`config.mk`:
```
export PLATFORM = sky130hd
export DESIGN_NAME = osc_ctrl
export DESIGN_NICKNAME = d
export VERILOG_FILES = /design/src/core/osc_ctrl_pkg.sv /design/src/core/osc_ctrl.sv
export SDC_FILE = /design/constraint.sdc
export NUM_CORES = 1
export LEC_CHECK = 0
export BUFFER_PORTS_ARGS = -buffer_cell sky130_fd_sc_hd__buf_2
export CORE_MARGIN = 2
export CORE_UTILIZATION = 33
export CTS_CLUSTER_SIZE = 8
export DETAILED_ROUTE_END_ITERATION = 12
export PLACE_DENSITY = 0.59
export SLEW_MARGIN = 20
export SYNTH_ARGS = -nofsm -noshare
export SYNTH_HDL_FRONTEND = slang
export SYNTH_SLANG_ARGS = --single-unit
```
`constraint.sdc`:
```
create_clock -name pclk -period 3.1 [get_ports pclk]
set_input_delay 0.31 -clock pclk [delete_from_list [all_inputs] [get_ports pclk]]
set_output_delay 0.31 -clock pclk [all_outputs]
set_load 0.005 [all_outputs]
```
`src/core/osc_ctrl_pkg.sv`:
```
// Package for the oscillator and loop clock control block.
// Assumes an APB master on pclk with 32-bit data.
package osc_ctrl_pkg;
  // Register byte addresses
  localparam logic [7:0] ADDR_EXT_OSC  = 8'h00;
  localparam logic [7:0] ADDR_FLL      = 8'h04;
  localparam logic [7:0] ADDR_PLL_RAT  = 8'h08;
  localparam logic [7:0] ADDR_PLL_CTL  = 8'h0c;
  localparam logic [7:0] ADDR_STATUS   = 8'h10;
  // ext_osc_control fields
  localparam int XO_ENABLE   = 1;
  localparam int XO_CRYSTAL  = 2;
  localparam int XO_STANDBY  = 6;
  localparam int XO_ONREQ    = 7;
  // fll_control fields
  localparam int FL_ENABLE   = 1;
  localparam int FL_MODE     = 2;
  localparam int FL_STABLE   = 3;
  localparam int FL_DROPLOCK = 4;
  localparam int FL_STANDBY  = 6;
  localparam int FL_ONREQ    = 7;
  // pll_ratio fields: int in [11:0], frac in [19:16]
  localparam int PR_INT_LSB  = 0;
  localparam int PR_FRAC_LSB = 16;
  // pll control fields
  localparam int PC_ENABLE   = 1;
  localparam int PC_REFSEL   = 4;
  localparam int PC_DIV_LSB  = 16;
  // Reset values
  localparam logic [15:0] EXT_OSC_RESET = 16'h0080;
  localparam logic [15:0] FLL_RESET     = 16'h0080;
  localparam logic [31:0] PLL_RAT_RESET = 32'h0000_0000;
  localparam logic [31:0] PLL_CTL_RESET = 32'h0000_0000;
  // Cycles per leg of the sync handshake; each leg crosses two flops
  localparam int SYNC_STAGES = 2;

  typedef enum logic [1:0] {
    REF_32K = 2'h0, REF_XOSC = 2'h1, REF_GEN = 2'h2
  } ref_sel_t;

  typedef enum logic [2:0] {
    S_IDLE = 3'b001, S_REQ = 3'b010, S_ACK = 3'b100
  } sync_state_t;

  typedef struct packed {
    logic        enable;
    logic        loop_closed;
    logic        freeze_fine;
    logic        drop_lock;
  } fll_ctl_t;

  typedef struct packed {
    logic        run;
    logic        pll_run;
    ref_sel_t    ref_sel;
    logic [10:0] ref_div;
    logic [11:0] loop_ratio_int;
    logic [3:0]  loop_ratio_frac;
    logic        frac_mode;
  } pll_cfg_t;
endpackage : osc_ctrl_pkg

```
`src/core/osc_ctrl.sv`:
```
// Oscillator, frequency-locked loop and PLL control with write sync.
// Assumes APB on pclk, which also clocks the peripheral-domain copies, and sleep
// and request levels that arrive asynchronously from the system.
//
// Operation
// One common synchronizer serves all registers; one transfer at a time; here the oscillator control register is written without it.
// A bus write to a peripheral-domain register starts a sync transfer.
// Sync busy flag sets when the transfer starts, clears when done.
// Accesses during busy stall the bus until the transfer completes; here status reads do not stall.
// PLL output equals ref times (int ratio + 1 + frac/16).
// With oscillator reference, ref equals osc over 2*(div+1).
// PLL reference is 32k oscillator, oscillator, or generic clock.
// Disabling the PLL resets its output; zero frac means integer mode.
// Software enables the 32 kHz lock timer clock before PLL use.
// Oscillator standby 0 stops it in standby; 1 runs, per on-request.
// Crystal select 0 takes clock on input pin, frees output pin.
// Without on-request, an enabled oscillator runs continuously.
// With on-request, oscillator runs only while some peripheral requests.
// Loop in standby keeps on-request only if its standby-run bit is set.
// Drop-lock bit 1 drops loop lock after sleep with stopped clock.
// Stable bit 1 freezes fine calibration after fine lock.
// Mode bit 0 selects open loop, 1 closed loop.
// Loop enable reads back at once; takes effect after sync delay.
// Pready held low while stalled, released cycle after busy clears.
module osc_ctrl
(
  // APB
  input  wire logic                     pclk,
  input  wire logic                     presetn,
  input  wire logic                     clk_en,
  input  wire logic                     psel,
  input  wire logic                     penable,
  input  wire logic                     pwrite,
  input  wire logic [7:0]               paddr,
  input  wire logic [31:0]              pwdata,
  output logic      [31:0]              prdata,
  output logic                          pready,
  output logic                          pslverr,
  // System levels, asynchronous
  input  wire logic                     standby,
  input  wire logic                     osc_request,
  input  wire logic                     fll_request,
  input  wire logic                     fll_clk_stopped,
  input  wire logic                     fll_fine_lock,
  input  wire logic                     pll_lock,
  // Controls to the analog and clock cells
  output logic                          ext_osc_run,
  output logic                          crystal_select,
  output logic                          osc_out_pin_gpio,
  output logic                          fll_run,
  output osc_ctrl_pkg::fll_ctl_t        fll_ctl,
  output logic                          fll_lock,
  output osc_ctrl_pkg::pll_cfg_t        pll_cfg,
  output logic                          sync_in_progress
);
  import osc_ctrl_pkg::*;

  logic [15:0]  ext_osc_control;
  logic [15:0]  fll_control;
  logic [31:0]  pll_ratio;
  logic [31:0]  pll_control;
  // Peripheral-domain copies, updated only after sync
  logic [15:0]  fll_active;
  logic [31:0]  pll_ratio_active;
  logic [31:0]  pll_control_active;
  sync_state_t  state;
  logic [1:0]   sync_cnt;
  logic [1:0]   tgt;
  logic [31:0]  hold_data;
  logic [5:0]   meta;
  logic [5:0]   lvl;

  wire access    = psel && penable;
  wire is_synced = (paddr == ADDR_FLL) || (paddr == ADDR_PLL_RAT) || (paddr == ADDR_PLL_CTL);
  wire mapped    = is_synced || (paddr == ADDR_EXT_OSC) || (paddr == ADDR_STATUS);
  wire busy      = state != S_IDLE;
  // Stalled access waits; the status register itself stays readable
  wire stall     = busy && !(paddr == ADDR_STATUS && !pwrite);
  wire wr_fire   = access && pwrite && !stall && !pready;

  // Two-flop synchronisers for the asynchronous levels
  always_ff @(posedge pclk or negedge presetn) begin
    if (!presetn) begin
      meta <= 6'h00;
      lvl  <= 6'h00;
    end else if (clk_en) begin
      meta <= {standby, osc_request, fll_request, fll_clk_stopped, fll_fine_lock, pll_lock};
      lvl  <= meta;
    end
  end
  wire s_stby = lvl[5];
  wire s_oreq = lvl[4];
  wire s_freq = lvl[3];
  wire s_stop = lvl[2];
  wire s_fine = lvl[1];
  wire s_plck = lvl[0];

  // APB handshake: one wait state at least, longer while stalled
  always_ff @(posedge pclk or negedge presetn) begin
    if (!presetn) begin
      pready  <= 1'b0;
      pslverr <= 1'b0;
      prdata  <= 32'h0000_0000;
    end else if (clk_en) begin
      pready  <= 1'b0;
      pslverr <= 1'b0;
      if (access && !pready && !stall) begin
        pready  <= 1'b1;
        pslverr <= !mapped;
        prdata  <= 32'h0000_0000;
        if (!pwrite) begin
          if (paddr == ADDR_EXT_OSC) begin
            prdata <= {16'h0000, ext_osc_control};
          end else if (paddr == ADDR_FLL) begin
            prdata <= {16'h0000, fll_control};
          end else if (paddr == ADDR_PLL_RAT) begin
            prdata <= pll_ratio;
          end else if (paddr == ADDR_PLL_CTL) begin
            prdata <= pll_control;
          end else if (paddr == ADDR_STATUS) begin
            prdata <= {28'h0000000, fll_lock, s_plck, s_fine, sync_in_progress};
          end
        end
      end
    end
  end

  // Bus-domain register copies
  always_ff @(posedge pclk or negedge presetn) begin
    if (!presetn) begin
      ext_osc_control <= EXT_OSC_RESET;
      fll_control     <= FLL_RESET;
      pll_ratio       <= PLL_RAT_RESET;
      pll_control     <= PLL_CTL_RESET;
    end else if (clk_en && wr_fire) begin
      if (paddr == ADDR_EXT_OSC) begin
        ext_osc_control <= pwdata[15:0];
      end else if (paddr == ADDR_FLL) begin
        fll_control <= pwdata[15:0];
      end else if (paddr == ADDR_PLL_RAT) begin
        pll_ratio <= pwdata;
      end else if (paddr == ADDR_PLL_CTL) begin
        pll_control <= pwdata;
      end
    end
  end

  // Common synchronizer: one transfer for whichever synced register was written.
  // Sharing one path saves area at the cost of stalling back-to-back writes.
  always_ff @(posedge pclk or negedge presetn) begin
    if (!presetn) begin
      state     <= S_IDLE;
      sync_cnt  <= 2'h0;
      tgt       <= 2'h0;
      hold_data <= 32'h0000_0000;
    end else if (clk_en) begin
      case (state)
        S_IDLE: begin
          if (wr_fire && is_synced) begin
            state     <= S_REQ;
            sync_cnt  <= 2'h0;
            tgt       <= paddr[3:2];
            hold_data <= pwdata;
          end
        end
        S_REQ: begin
          sync_cnt <= sync_cnt + 2'h1;
          if (sync_cnt == 2'(SYNC_STAGES - 1)) begin
            state    <= S_ACK;
            sync_cnt <= 2'h0;
          end
        end
        S_ACK: begin
          sync_cnt <= sync_cnt + 2'h1;
          if (sync_cnt == 2'(SYNC_STAGES - 1)) begin
            state <= S_IDLE;
          end
        end
        default: state <= S_IDLE;
      endcase
    end
  end

  always_ff @(posedge pclk or negedge presetn) begin
    if (!presetn) begin
      sync_in_progress <= 1'b0;
    end else if (clk_en) begin
      if (state == S_IDLE && wr_fire && is_synced) begin
        sync_in_progress <= 1'b1;
      end else if (state == S_ACK && sync_cnt == 2'(SYNC_STAGES - 1)) begin
        sync_in_progress <= 1'b0;
      end
    end
  end

  // Values take effect only at the end of the request leg
  always_ff @(posedge pclk or negedge presetn) begin
    if (!presetn) begin
      fll_active         <= FLL_RESET;
      pll_ratio_active   <= PLL_RAT_RESET;
      pll_control_active <= PLL_CTL_RESET;
    end else if (clk_en && state == S_REQ && sync_cnt == 2'(SYNC_STAGES - 1)) begin
      if (tgt == ADDR_FLL[3:2]) begin
        fll_active <= hold_data[15:0];
      end else if (tgt == ADDR_PLL_RAT[3:2]) begin
        pll_ratio_active <= hold_data;
      end else begin
        pll_control_active <= hold_data;
      end
    end
  end

  // External oscillator run decision
  wire xo_en  = ext_osc_control[XO_ENABLE];
  wire xo_on  = ext_osc_control[XO_ONREQ] ? s_oreq : 1'b1;
  wire xo_sb  = ext_osc_control[XO_STANDBY];
  wire next_ext_osc_run = xo_en && (s_stby ? (xo_sb && xo_on) : xo_on);

  // Loop run decision
  wire fl_en  = fll_active[FL_ENABLE];
  wire fl_on  = fll_active[FL_ONREQ] ? s_freq : 1'b1;
  wire next_fll_run = fl_en && (s_stby ? (fll_active[FL_STANDBY] && fl_on) : fl_on);

  always_ff @(posedge pclk or negedge presetn) begin
    if (!presetn) begin
      ext_osc_run      <= 1'b0;
      crystal_select   <= 1'b0;
      osc_out_pin_gpio <= 1'b1;
      fll_run          <= 1'b0;
      fll_ctl          <= '0;
    end else if (clk_en) begin
      ext_osc_run      <= next_ext_osc_run;
      crystal_select   <= ext_osc_control[XO_CRYSTAL];
      osc_out_pin_gpio <= !ext_osc_control[XO_CRYSTAL];
      fll_run          <= next_fll_run;
      fll_ctl.enable      <= fl_en;
      fll_ctl.loop_closed <= fll_active[FL_MODE];
      fll_ctl.freeze_fine <= fll_active[FL_STABLE] && s_fine;
      fll_ctl.drop_lock   <= fll_active[FL_DROPLOCK];
    end
  end

  // Lock status: dropped on wake when clock stopped and drop-lock set
  logic was_stby;
  always_ff @(posedge pclk or negedge presetn) begin
    if (!presetn) begin
      was_stby <= 1'b0;
      fll_lock <= 1'b0;
    end else if (clk_en) begin
      was_stby <= s_stby;
      if (!fl_en) begin
        fll_lock <= 1'b0;
      end else if (was_stby && !s_stby && s_stop && fll_active[FL_DROPLOCK]) begin
        fll_lock <= 1'b0;
      end else if (s_fine) begin
        fll_lock <= 1'b1;
      end
    end
  end

  // PLL configuration to the analog core; frequency relations hold there
  always_ff @(posedge pclk or negedge presetn) begin
    if (!presetn) begin
      pll_cfg <= '0;
    end else if (clk_en) begin
      pll_cfg.run     <= pll_control_active[PC_ENABLE];
      // Output gate forced off while disabled, so the clock is reset
      pll_cfg.pll_run <= pll_control_active[PC_ENABLE] && s_plck;
      pll_cfg.ref_sel <= ref_sel_t'(pll_control_active[PC_REFSEL +: 2]);
      pll_cfg.ref_div <= pll_control_active[PC_DIV_LSB +: 11];
      pll_cfg.loop_ratio_int  <= pll_ratio_active[PR_INT_LSB +: 12];
      pll_cfg.loop_ratio_frac <= pll_ratio_active[PR_FRAC_LSB +: 4];
      pll_cfg.frac_mode <= pll_ratio_active[PR_FRAC_LSB +: 4] != 4'h0;
    end
  end

  // Assertions
  a_busy_sets: assert property (@(posedge pclk) disable iff (!presetn)
    clk_en && state == S_IDLE && wr_fire && is_synced |=> sync_in_progress)
    else $error("sync busy not set on synced write");

  a_busy_len: assert property (@(posedge pclk) disable iff (!presetn)
    $rose(sync_in_progress) && clk_en |-> sync_in_progress [*4])
    else $error("sync busy too short");

  a_stall_ready: assert property (@(posedge pclk) disable iff (!presetn)
    pready |-> !$past(stall))
    else $error("ready given during stall");

  a_ready_after: assert property (@(posedge pclk) disable iff (!presetn)
    (access && !pready && busy) ##1 (access && !pready && !busy && clk_en)
    |=> pready)
    else $error("ready not released after sync");

  a_fll_readback: assert property (@(posedge pclk) disable iff (!presetn)
    clk_en && wr_fire && paddr == ADDR_FLL |=> fll_control == $past(pwdata[15:0]))
    else $error("loop enable not read back at once");

  a_fll_delay: assert property (@(posedge pclk) disable iff (!presetn)
    clk_en && wr_fire && paddr == ADDR_FLL && !busy |=> fll_active == $past(fll_active))
    else $error("loop control took effect without delay");

  a_xo_standby: assert property (@(posedge pclk) disable iff (!presetn)
    clk_en && s_stby && !xo_sb |=> !ext_osc_run)
    else $error("oscillator ran in standby");

  a_xo_always: assert property (@(posedge pclk) disable iff (!presetn)
    clk_en && xo_en && !ext_osc_control[XO_ONREQ] && !s_stby |=> ext_osc_run)
    else $error("oscillator not running continuously");

  a_pll_off: assert property (@(posedge pclk) disable iff (!presetn)
    clk_en && !pll_control_active[PC_ENABLE] |=> !pll_cfg.pll_run)
    else $error("pll output not reset when disabled");

  a_single_sync: assert property (@(posedge pclk) disable iff (!presetn)
    busy && clk_en |=> $stable(hold_data))
    else $error("second sync started while busy");

  a_loop_mode: assert property (@(posedge pclk) disable iff (!presetn)
    clk_en |=> fll_ctl.loop_closed == $past(fll_active[FL_MODE]))
    else $error("loop mode mismatch");

  a_sync_start: assert property (@(posedge pclk) disable iff (!presetn)
    clk_en && wr_fire && is_synced && !busy |=> busy && tgt == $past(paddr[3:2]))
    else $error("synced write did not start a transfer");

  a_ratio_pass: assert property (@(posedge pclk) disable iff (!presetn)
    clk_en |=> pll_cfg.loop_ratio_int == $past(pll_ratio_active[PR_INT_LSB +: 12])
    && pll_cfg.loop_ratio_frac == $past(pll_ratio_active[PR_FRAC_LSB +: 4]))
    else $error("loop ratio not passed to the pll");

  a_ref_div: assert property (@(posedge pclk) disable iff (!presetn)
    clk_en |=> pll_cfg.ref_div == $past(pll_control_active[PC_DIV_LSB +: 11]))
    else $error("reference divider mismatch");

  a_ref_select: assert property (@(posedge pclk) disable iff (!presetn)
    clk_en |=> pll_cfg.ref_sel == $past(pll_control_active[PC_REFSEL +: 2]))
    else $error("reference select mismatch");

  a_frac_mode: assert property (@(posedge pclk) disable iff (!presetn)
    clk_en |=> pll_cfg.frac_mode == ($past(pll_ratio_active[PR_FRAC_LSB +: 4]) != 4'h0))
    else $error("fractional mode mismatch");

  a_crystal_pins: assert property (@(posedge pclk) disable iff (!presetn)
    clk_en |=> crystal_select == $past(ext_osc_control[XO_CRYSTAL]) && osc_out_pin_gpio != crystal_select)
    else $error("crystal pin use mismatch");

  a_xo_on_request: assert property (@(posedge pclk) disable iff (!presetn)
    clk_en && ext_osc_control[XO_ONREQ] && !s_oreq |=> !ext_osc_run)
    else $error("oscillator ran without a request");

  a_fll_standby: assert property (@(posedge pclk) disable iff (!presetn)
    clk_en && s_stby && !fll_active[FL_STANDBY] |=> !fll_run)
    else $error("loop ran in standby");

  a_lock_drop: assert property (@(posedge pclk) disable iff (!presetn)
    clk_en && was_stby && !s_stby && s_stop && fll_active[FL_DROPLOCK] |=> !fll_lock)
    else $error("lock kept after wake");

  a_fine_freeze: assert property (@(posedge pclk) disable iff (!presetn)
    clk_en && !fll_active[FL_STABLE] |=> !fll_ctl.freeze_fine)
    else $error("fine calibration frozen while tracking");

  a_ready_pulse: assert property (@(posedge pclk) disable iff (!presetn)
    pready && clk_en |=> !pready)
    else $error("ready held longer than one cycle");

  c_sync_write: cover property (@(posedge pclk) $rose(sync_in_progress));
  c_lock_drop: cover property (@(posedge pclk) fll_lock ##1 !fll_lock);
  c_stall: cover property (@(posedge pclk) access && stall ##1 access && !stall);
  c_standby: cover property (@(posedge pclk) s_stby && ext_osc_run);
  c_frac: cover property (@(posedge pclk) pll_cfg.frac_mode && pll_cfg.pll_run);
endmodule : osc_ctrl

```
==> Yosys cells after proc, flatten, opt, wreduce, memory -nomap -nowiden <==
Cells that the tools add are included.
{ "totals": {"reg_bits": 274, "latchBits": 0, "ram_bits": 0, "rom_bits": 0, "in_bits": 52, "output_inout_bits": 76, "memories": 0} }
{ "op_classes": {"n_addsub": 1, "mul": 0, "n_div": 0, "n_lt_le_gt_ge": 0, "eq_ne": 15, "n_shift": 0, "mux": 24, "bitwise_logic": 5, "reduce_logical": 52} }
{ "ops": {"columns": ["operator", "count"], "rows": [
  ["$mux 32", 5],
  ["$logic_and 1x1->1", 24],
  ["$eq 8x4->1 const B", 2],
  ["$reduce_and 3->1", 5],
  ["$mux 1", 11],
  ["$reduce_and 2->1", 5],
  ["$mux 3", 3],
  ["$pmux 3 s3", 1],
  ["$eq 8x3->1 const B", 1],
  ["$eq 8x5->1 const B", 1],
  ["$logic_not 8->1", 1],
  ["$reduce_and 4->1", 2],
  ["$logic_not 1->1", 7],
  ["$ne 3x1->1 const B", 2],
  ["$pmux 2 s3", 1],
  ["$not 1->1", 5],
  ["$reduce_and 5->1", 1],
  ["$eq 2x1->1 const B", 2],
  ["$logic_or 1x1->1", 4],
  ["$mux 2", 2],
  ["$mux 4", 1],
  ["$ne 2x2->1 const B", 2],
  ["$reduce_bool 4->1", 1],
  ["$eq 3x1->1 const B", 1],
  ["other kinds (7)", 7]
]} }

==> Depth between registers and ports, before layout <==
{ "logic_depth": {"ltp_word": 11, "depth_mapped": 8, "depth_no_buf": 6} }

==> Worst setup path before layout <==
OpenSTA, ideal clock, no wires.
{ "synth_timing": {"path_kind": "register to register", "start": "reg sync_cnt[1]", "end": "reg pll_ratio_active[10]", "setup_time_ns": 0.125, "arrival_ns": 2.132, "t_required_ns": 2.975, "slack_ns": 0.844, "stages_incl_launch_ff": 9, "path_buffers": 2, "synth_period_minus_slack_ns": 2.256, "cell_sequence": "dfrtp_1 -> inv_1 -> ha_1 -> nand3b_1 -> nor3_1 -> and3b_1 -> clkbuf_1 -> buf_1 -> mux2_2"} }
{ "synth_via": {"elab_chain_cells": 3} }
{ "synth_rtl": {"columns": ["element", "line_no", "rtl"], "rows": [
  ["start: declaration", "osc_ctrl.sv:67", "logic [1:0] sync_cnt;"],
  ["start signal: assignment", "osc_ctrl.sv:167", "sync_cnt <= sync_cnt + 2'h1;"],
  ["start signal: assignment", "osc_ctrl.sv:174", "sync_cnt <= sync_cnt + 2'h1;"],
  ["$eq 2x1->1", "osc_ctrl.sv:202", "end else if (clk_en && state == S_REQ && sync_cnt == 2'(SYNC_STAGES - 1)) begin"],
  ["$logic_and 1x1->1", "osc_ctrl.sv:202", null],
  ["$reduce_and 3->1 (no source line)", null, null],
  ["end signal: assignment", "osc_ctrl.sv:206", "pll_ratio_active <= hold_data;"],
  ["end: declaration", "osc_ctrl.sv:64", "logic [31:0] pll_ratio_active;"]
]} }
Every way passes these cells.
A chain may end at the register's enable or synchronous reset.

==> Final worst setup path <==
{ "layout_timing": {"start": "reg state[0]", "end": "reg pll_control[16]"} }
{ "layout_via": {"elab_chain_cells": 7} }
{ "layout_rtl": {"columns": ["element", "line_no", "rtl"], "rows": [
  ["start: declaration", "osc_ctrl.sv:66", "sync_state_t state;"],
  ["start signal: assignment", "osc_ctrl.sv:152", "state <= S_IDLE;"],
  ["start signal: assignment", "osc_ctrl.sv:160", "state <= S_REQ;"],
  ["start signal: assignment", "osc_ctrl.sv:169", "state <= S_ACK;"],
  ["$ne 3x1->1", "osc_ctrl.sv:76", "wire busy = state != S_IDLE;"],
  ["$logic_and 1x1->1", "osc_ctrl.sv:78", "wire stall = busy && !(paddr == ADDR_STATUS && !pwrite);"],
  ["$logic_not 1->1", "osc_ctrl.sv:79", "wire wr_fire = access && pwrite && !stall && !pready;"],
  ["$logic_and 1x1->1 (2 in a row)", "osc_ctrl.sv:79", null],
  ["$logic_and 1x1->1", "osc_ctrl.sv:135", "end else if (clk_en && wr_fire) begin"],
  ["$reduce_and 5->1 (no source line)", null, null],
  ["end signal: assignment", "osc_ctrl.sv:143", "pll_control <= pwdata;"],
  ["end: declaration", "osc_ctrl.sv:61", "logic [31:0] pll_control;"]
]} }
Every way passes these cells.

==> impl_metrics.env <==
export IMPL_timing_hold_worst_class="in -> reg"
export IMPL_maximum_number_of_pins_on_one_net_before_global_route_repair=97
export IMPL_ctsHtreeMaxLevel=2
export IMPL_powerDensity_nw_per_um2=581
export IMPL_finalClockSkew_ns=0.0222
export IMPL_finalNetCount=907
export IMPL_ctsRootBufferMaster="clkbuf_16"
export IMPL_p_total_mw=7.26
export IMPL_slew_viol_final=0
export IMPL_tritoncts_num_buffers=37
export IMPL_power_sequential_fraction_pct=46.5
export IMPL_power_share_switching_pct=22.4
export IMPL_finalSetupViolations=0
export IMPL_p_switching_mw=1.62
export IMPL_core_rowCount=64
export IMPL_synth_enable_flop_cells=0
export IMPL_internal_power_mw=5.64
export IMPL_fp_dieArea_um2=32800
export IMPL_cp_start_kind="register"
export IMPL_synth_lib_cells_used_distinct=54
export IMPL_netlist_top_cells_area="dfrtp_1 (59%), mux2_2 (22%), mux2i_1 (4.4%)"
export IMPL_finalCriticalPeriod_ns=2.42
export IMPL_initialDrtViolationCount=266
export IMPL_cp_required_ns=3.48
export IMPL_capture_point_of_the_worst_reg_to_reg_path="pll_control[16]$_DFFE_PN0P_"
export IMPL_detail_route_antenna_nets=0
export IMPL_cts_path_max_buffers=3
export IMPL_hold_fails_final_rpt=0
export IMPL_mostFrequentLayoutCells="dfrtp_1 (246), mux2_2 (200), buf_2 (126), mux2i_1 (46), clkbuf_16 (37)"
export IMPL_r2r_setup_slack_ns=0.68
export IMPL_post_synth_instance_area_um2=10400
export IMPL_gp_congestion=0.778
export IMPL_post_cts_setup_buffer_count=0
export IMPL_start_util_pct=33.7
export IMPL_route_vias_total=6310
export IMPL_timing_hold_worst_start="osc_request"
export IMPL_reg2reg_from="state[0]$_DFFE_PN1P_"
export IMPL_fin_util_pct=40.7
export IMPL_cts_tree="built"
export IMPL_slowest_delay_ns=0.63
export IMPL_cap_viol_max_count=0
export IMPL_detail_route_first_pass_iterations=4
export IMPL_ir_worst_vdd_v=0.000333
export IMPL_run_status="finished clean"
export IMPL_place_detailed_hpwl_um=15500
export IMPL_post_synth_inst_count=708
export IMPL_dominantRegCellSynth="dfrtp_1"
export IMPL_gr_usage_all_layers_pct=14.7
export IMPL_clock_fmax_mhz=412
export IMPL_grt_first_pass_wirelength_um=38200
export IMPL_design_portCount=128
export IMPL_slew_headroom_pct=44.8
export IMPL_die_w_um=181
export IMPL_timing_hold_worst_endpoint="meta[4]$_DFFE_PN0P_"
export IMPL_clock_transition_at_the_registers_of_the_reported_paths_ns=0.05
export IMPL_clk_insertion_delay_late_ns=0.51
export IMPL_cp_cell_sequence="nor3b_1 -> and3_1 -> nand4_1 -> buf_4 -> mux2_2"
export IMPL_pwr_share_clk_pct=48.8
export IMPL_layout_commonest_cell="dfrtp_1"
export IMPL_crit_path_top_delay_cell="dfstp_2"
export IMPL_ys_seq_elements=251
export IMPL_share_of_async_settable_or_async_resettable_flops_after_synthesis_pct=100
export IMPL_first_global_vias=6588
export IMPL_ys_seq_area_share_pct=60.7
export IMPL_post_route_cells_drive_above_1_share_pct=46.2
export IMPL_worst_setup_path_type="reg -> reg"
export IMPL_drc_errors=0
export IMPL_routed_wl_um=23600
export IMPL_warnings_synthesis=0
export IMPL_syn_nets=764
export IMPL_worst_ep_arrival_time_ns=2.81
export IMPL_layout_worst_path_cycle_share_pct=78.2
export IMPL_synth_top_cell_area_share_pct=59.5
export IMPL_core_region_area_um2=30700
export IMPL_grt_overflow_total=0
export IMPL_crit_path_end_kind="register"
export IMPL_wire_per_inst_um=18.8
export IMPL_die_y_um=181
export IMPL_rr_worst_depth=5
export IMPL_crit_fanout=29
export IMPL_timing_worst_slew_pin_value_ns=0.828
export IMPL_syn_to_final_growth_pct=20.8
export IMPL_clkSinkCount=251
export IMPL_leakagePower_nw=6.37
export IMPL_drt_vias_per_instance=5.01
export IMPL_min_delay_path_depth=2
export IMPL_rsz0062_at_grt="false"
export IMPL_final_setup_tns_ns=0
export IMPL_placement_io_buffers=127
export IMPL_number_of_antenna_violations_at_the_first_check_in_global_routing=3
export IMPL_comb_power_share_pct=4.7
export IMPL_synth_top_area_cell="dfrtp_1"
export IMPL_synthesized_area_per_cell_um2=14.6
==> worst max-delay path by stage <==
stage                                       start                                to  slack, ns  depth (start not counted)
after floorplan           sync_cnt[1]$_DFFE_PN0P_  pll_ratio_active[10]$_DFFE_PN0P_       0.84                          8
after global placement                   paddr[7]             prdata[0]$_DFFE_PN0P_       0.56                          5
after detailed placement                 paddr[7]             prdata[8]$_DFFE_PN0P_       0.55                          5
after CTS                    state[0]$_DFFE_PN1P_       pll_control[27]$_DFFE_PN0P_       0.69                          5
after global routing         state[0]$_DFFE_PN1P_       pll_control[27]$_DFFE_PN0P_       0.53                          5
final                        state[0]$_DFFE_PN1P_       pll_control[16]$_DFFE_PN0P_       0.68                          5
==> synthesized netlist by cell type, drive strengths merged, types with 2 or more instances <==
| library cell | n |
|---|---|
| a211oi | 2 |
| a21oi | 12 |
| a22o | 15 |
| a22oi | 16 |
| and3 | 2 |
| buf | 21 |
| clkbuf | 21 |
| dfrtp | 246 |
| dfstp | 5 |
| ha | 4 |
| inv | 16 |
| mux2 | 201 |
| mux2i | 46 |
| nand2 | 8 |
| nand2b | 4 |
| nand3 | 5 |
| nand3b | 2 |
| nand4 | 3 |
| nor2 | 5 |
| nor2b | 2 |
| nor3 | 3 |
| nor3b | 2 |
| nor4 | 7 |
| o2111ai | 2 |
| o21a | 2 |
| o21ai | 12 |
| o22ai | 6 |
| o2bb2ai | 17 |
| or2 | 3 |
| or3b | 2 |
==> stage by stage <==
step	hold WS (ns)	setup WS [ns]	cells	cell area, um^2
floorplan	0.0144	0.844	708	10400
global placement	0.270	0.558	1206	11500
detailed placement	0.270	0.554	1206	11500
CTS	0.0240	0.685	1258	12500
global route	0.0299	0.535	1259	12500
finish	0.0400	0.675	1260	12500
==> layout make-up <==
class | count | area [um^2]
inverters | 17 | 63.8
fillers | 2912 | 18200
clock inverters | 2 | 17.5
well taps | 396 | 495
repair buffers | 146 | 836
clock buffers | 49 | 981
diodes | 1 | 2.50
flip-flops and latches | 251 | 6290
multi-input cells | 398 | 3820
==> metal layers <==
metal,up-vias,GRT usage [%],routed length (um)
met3,45,3.20,1200
met2,145,23.1,10800
met1,3234,20.4,11200
li1,2882,-,-
met5,-,0,21
met4,4,4.42,506
==> state kept, by name, summed over array words and instances, names as in the netlist, 2 cells and up <==
signal	cells
state	3
fll_active	6
prdata	32
tgt	2
pll_control	32
fll_control	16
pll_cfg	32
pll_ratio_active	16
meta	6
fll_ctl	4
hold_data	23
pll_ratio	32
sync_cnt	2
lvl	6
ext_osc_control	16
pll_control_active	14
==> power groups by stage <==
stage / Sequential, mW / Combinational, mW / Clock, mW
6_report: 3.38 / 0.341 / 3.54
5_1_grt: 3.38 / 0.381 / 3.81
4_1_cts: 3.38 / 0.347 / 3.65
3_5_place_dp: 3.43 / 0.343 / 0
3_3_place_gp: 3.43 / 0.341 / 0
2_1_floorplan: 3.41 / 0.163 / 0
==> what timing repair did <==
item | in CTS | in global routing
endpoints found under the hold margin | 53 | 0
resized for setup | 0 | 0
endpoints found under the setup margin | 0 | 0
hold buffers | 1 | 0
==> worst max-delay path: cells and delay by family, from the launching register on <==
family	cells	cell delay [ns]
flip-flops	1	0.63
AND/OR/NAND/NOR	3	0.97
multiplexers	1	0.33
buffers and inverters	1	0.36
==> cell families after synthesis <==
group                    Yosys count  synth area share (%)
AND/OR/NAND/NOR                   54                  3.32
flip-flops                       251                  60.7
AO/OA/AOI/OAI                     93                  6.58
buffers and inverters             59                  2.56
adder cells (fa/ha/maj)            4                 0.484
multiplexers                     247                  26.3
Power figures use the tool's default switching activity.
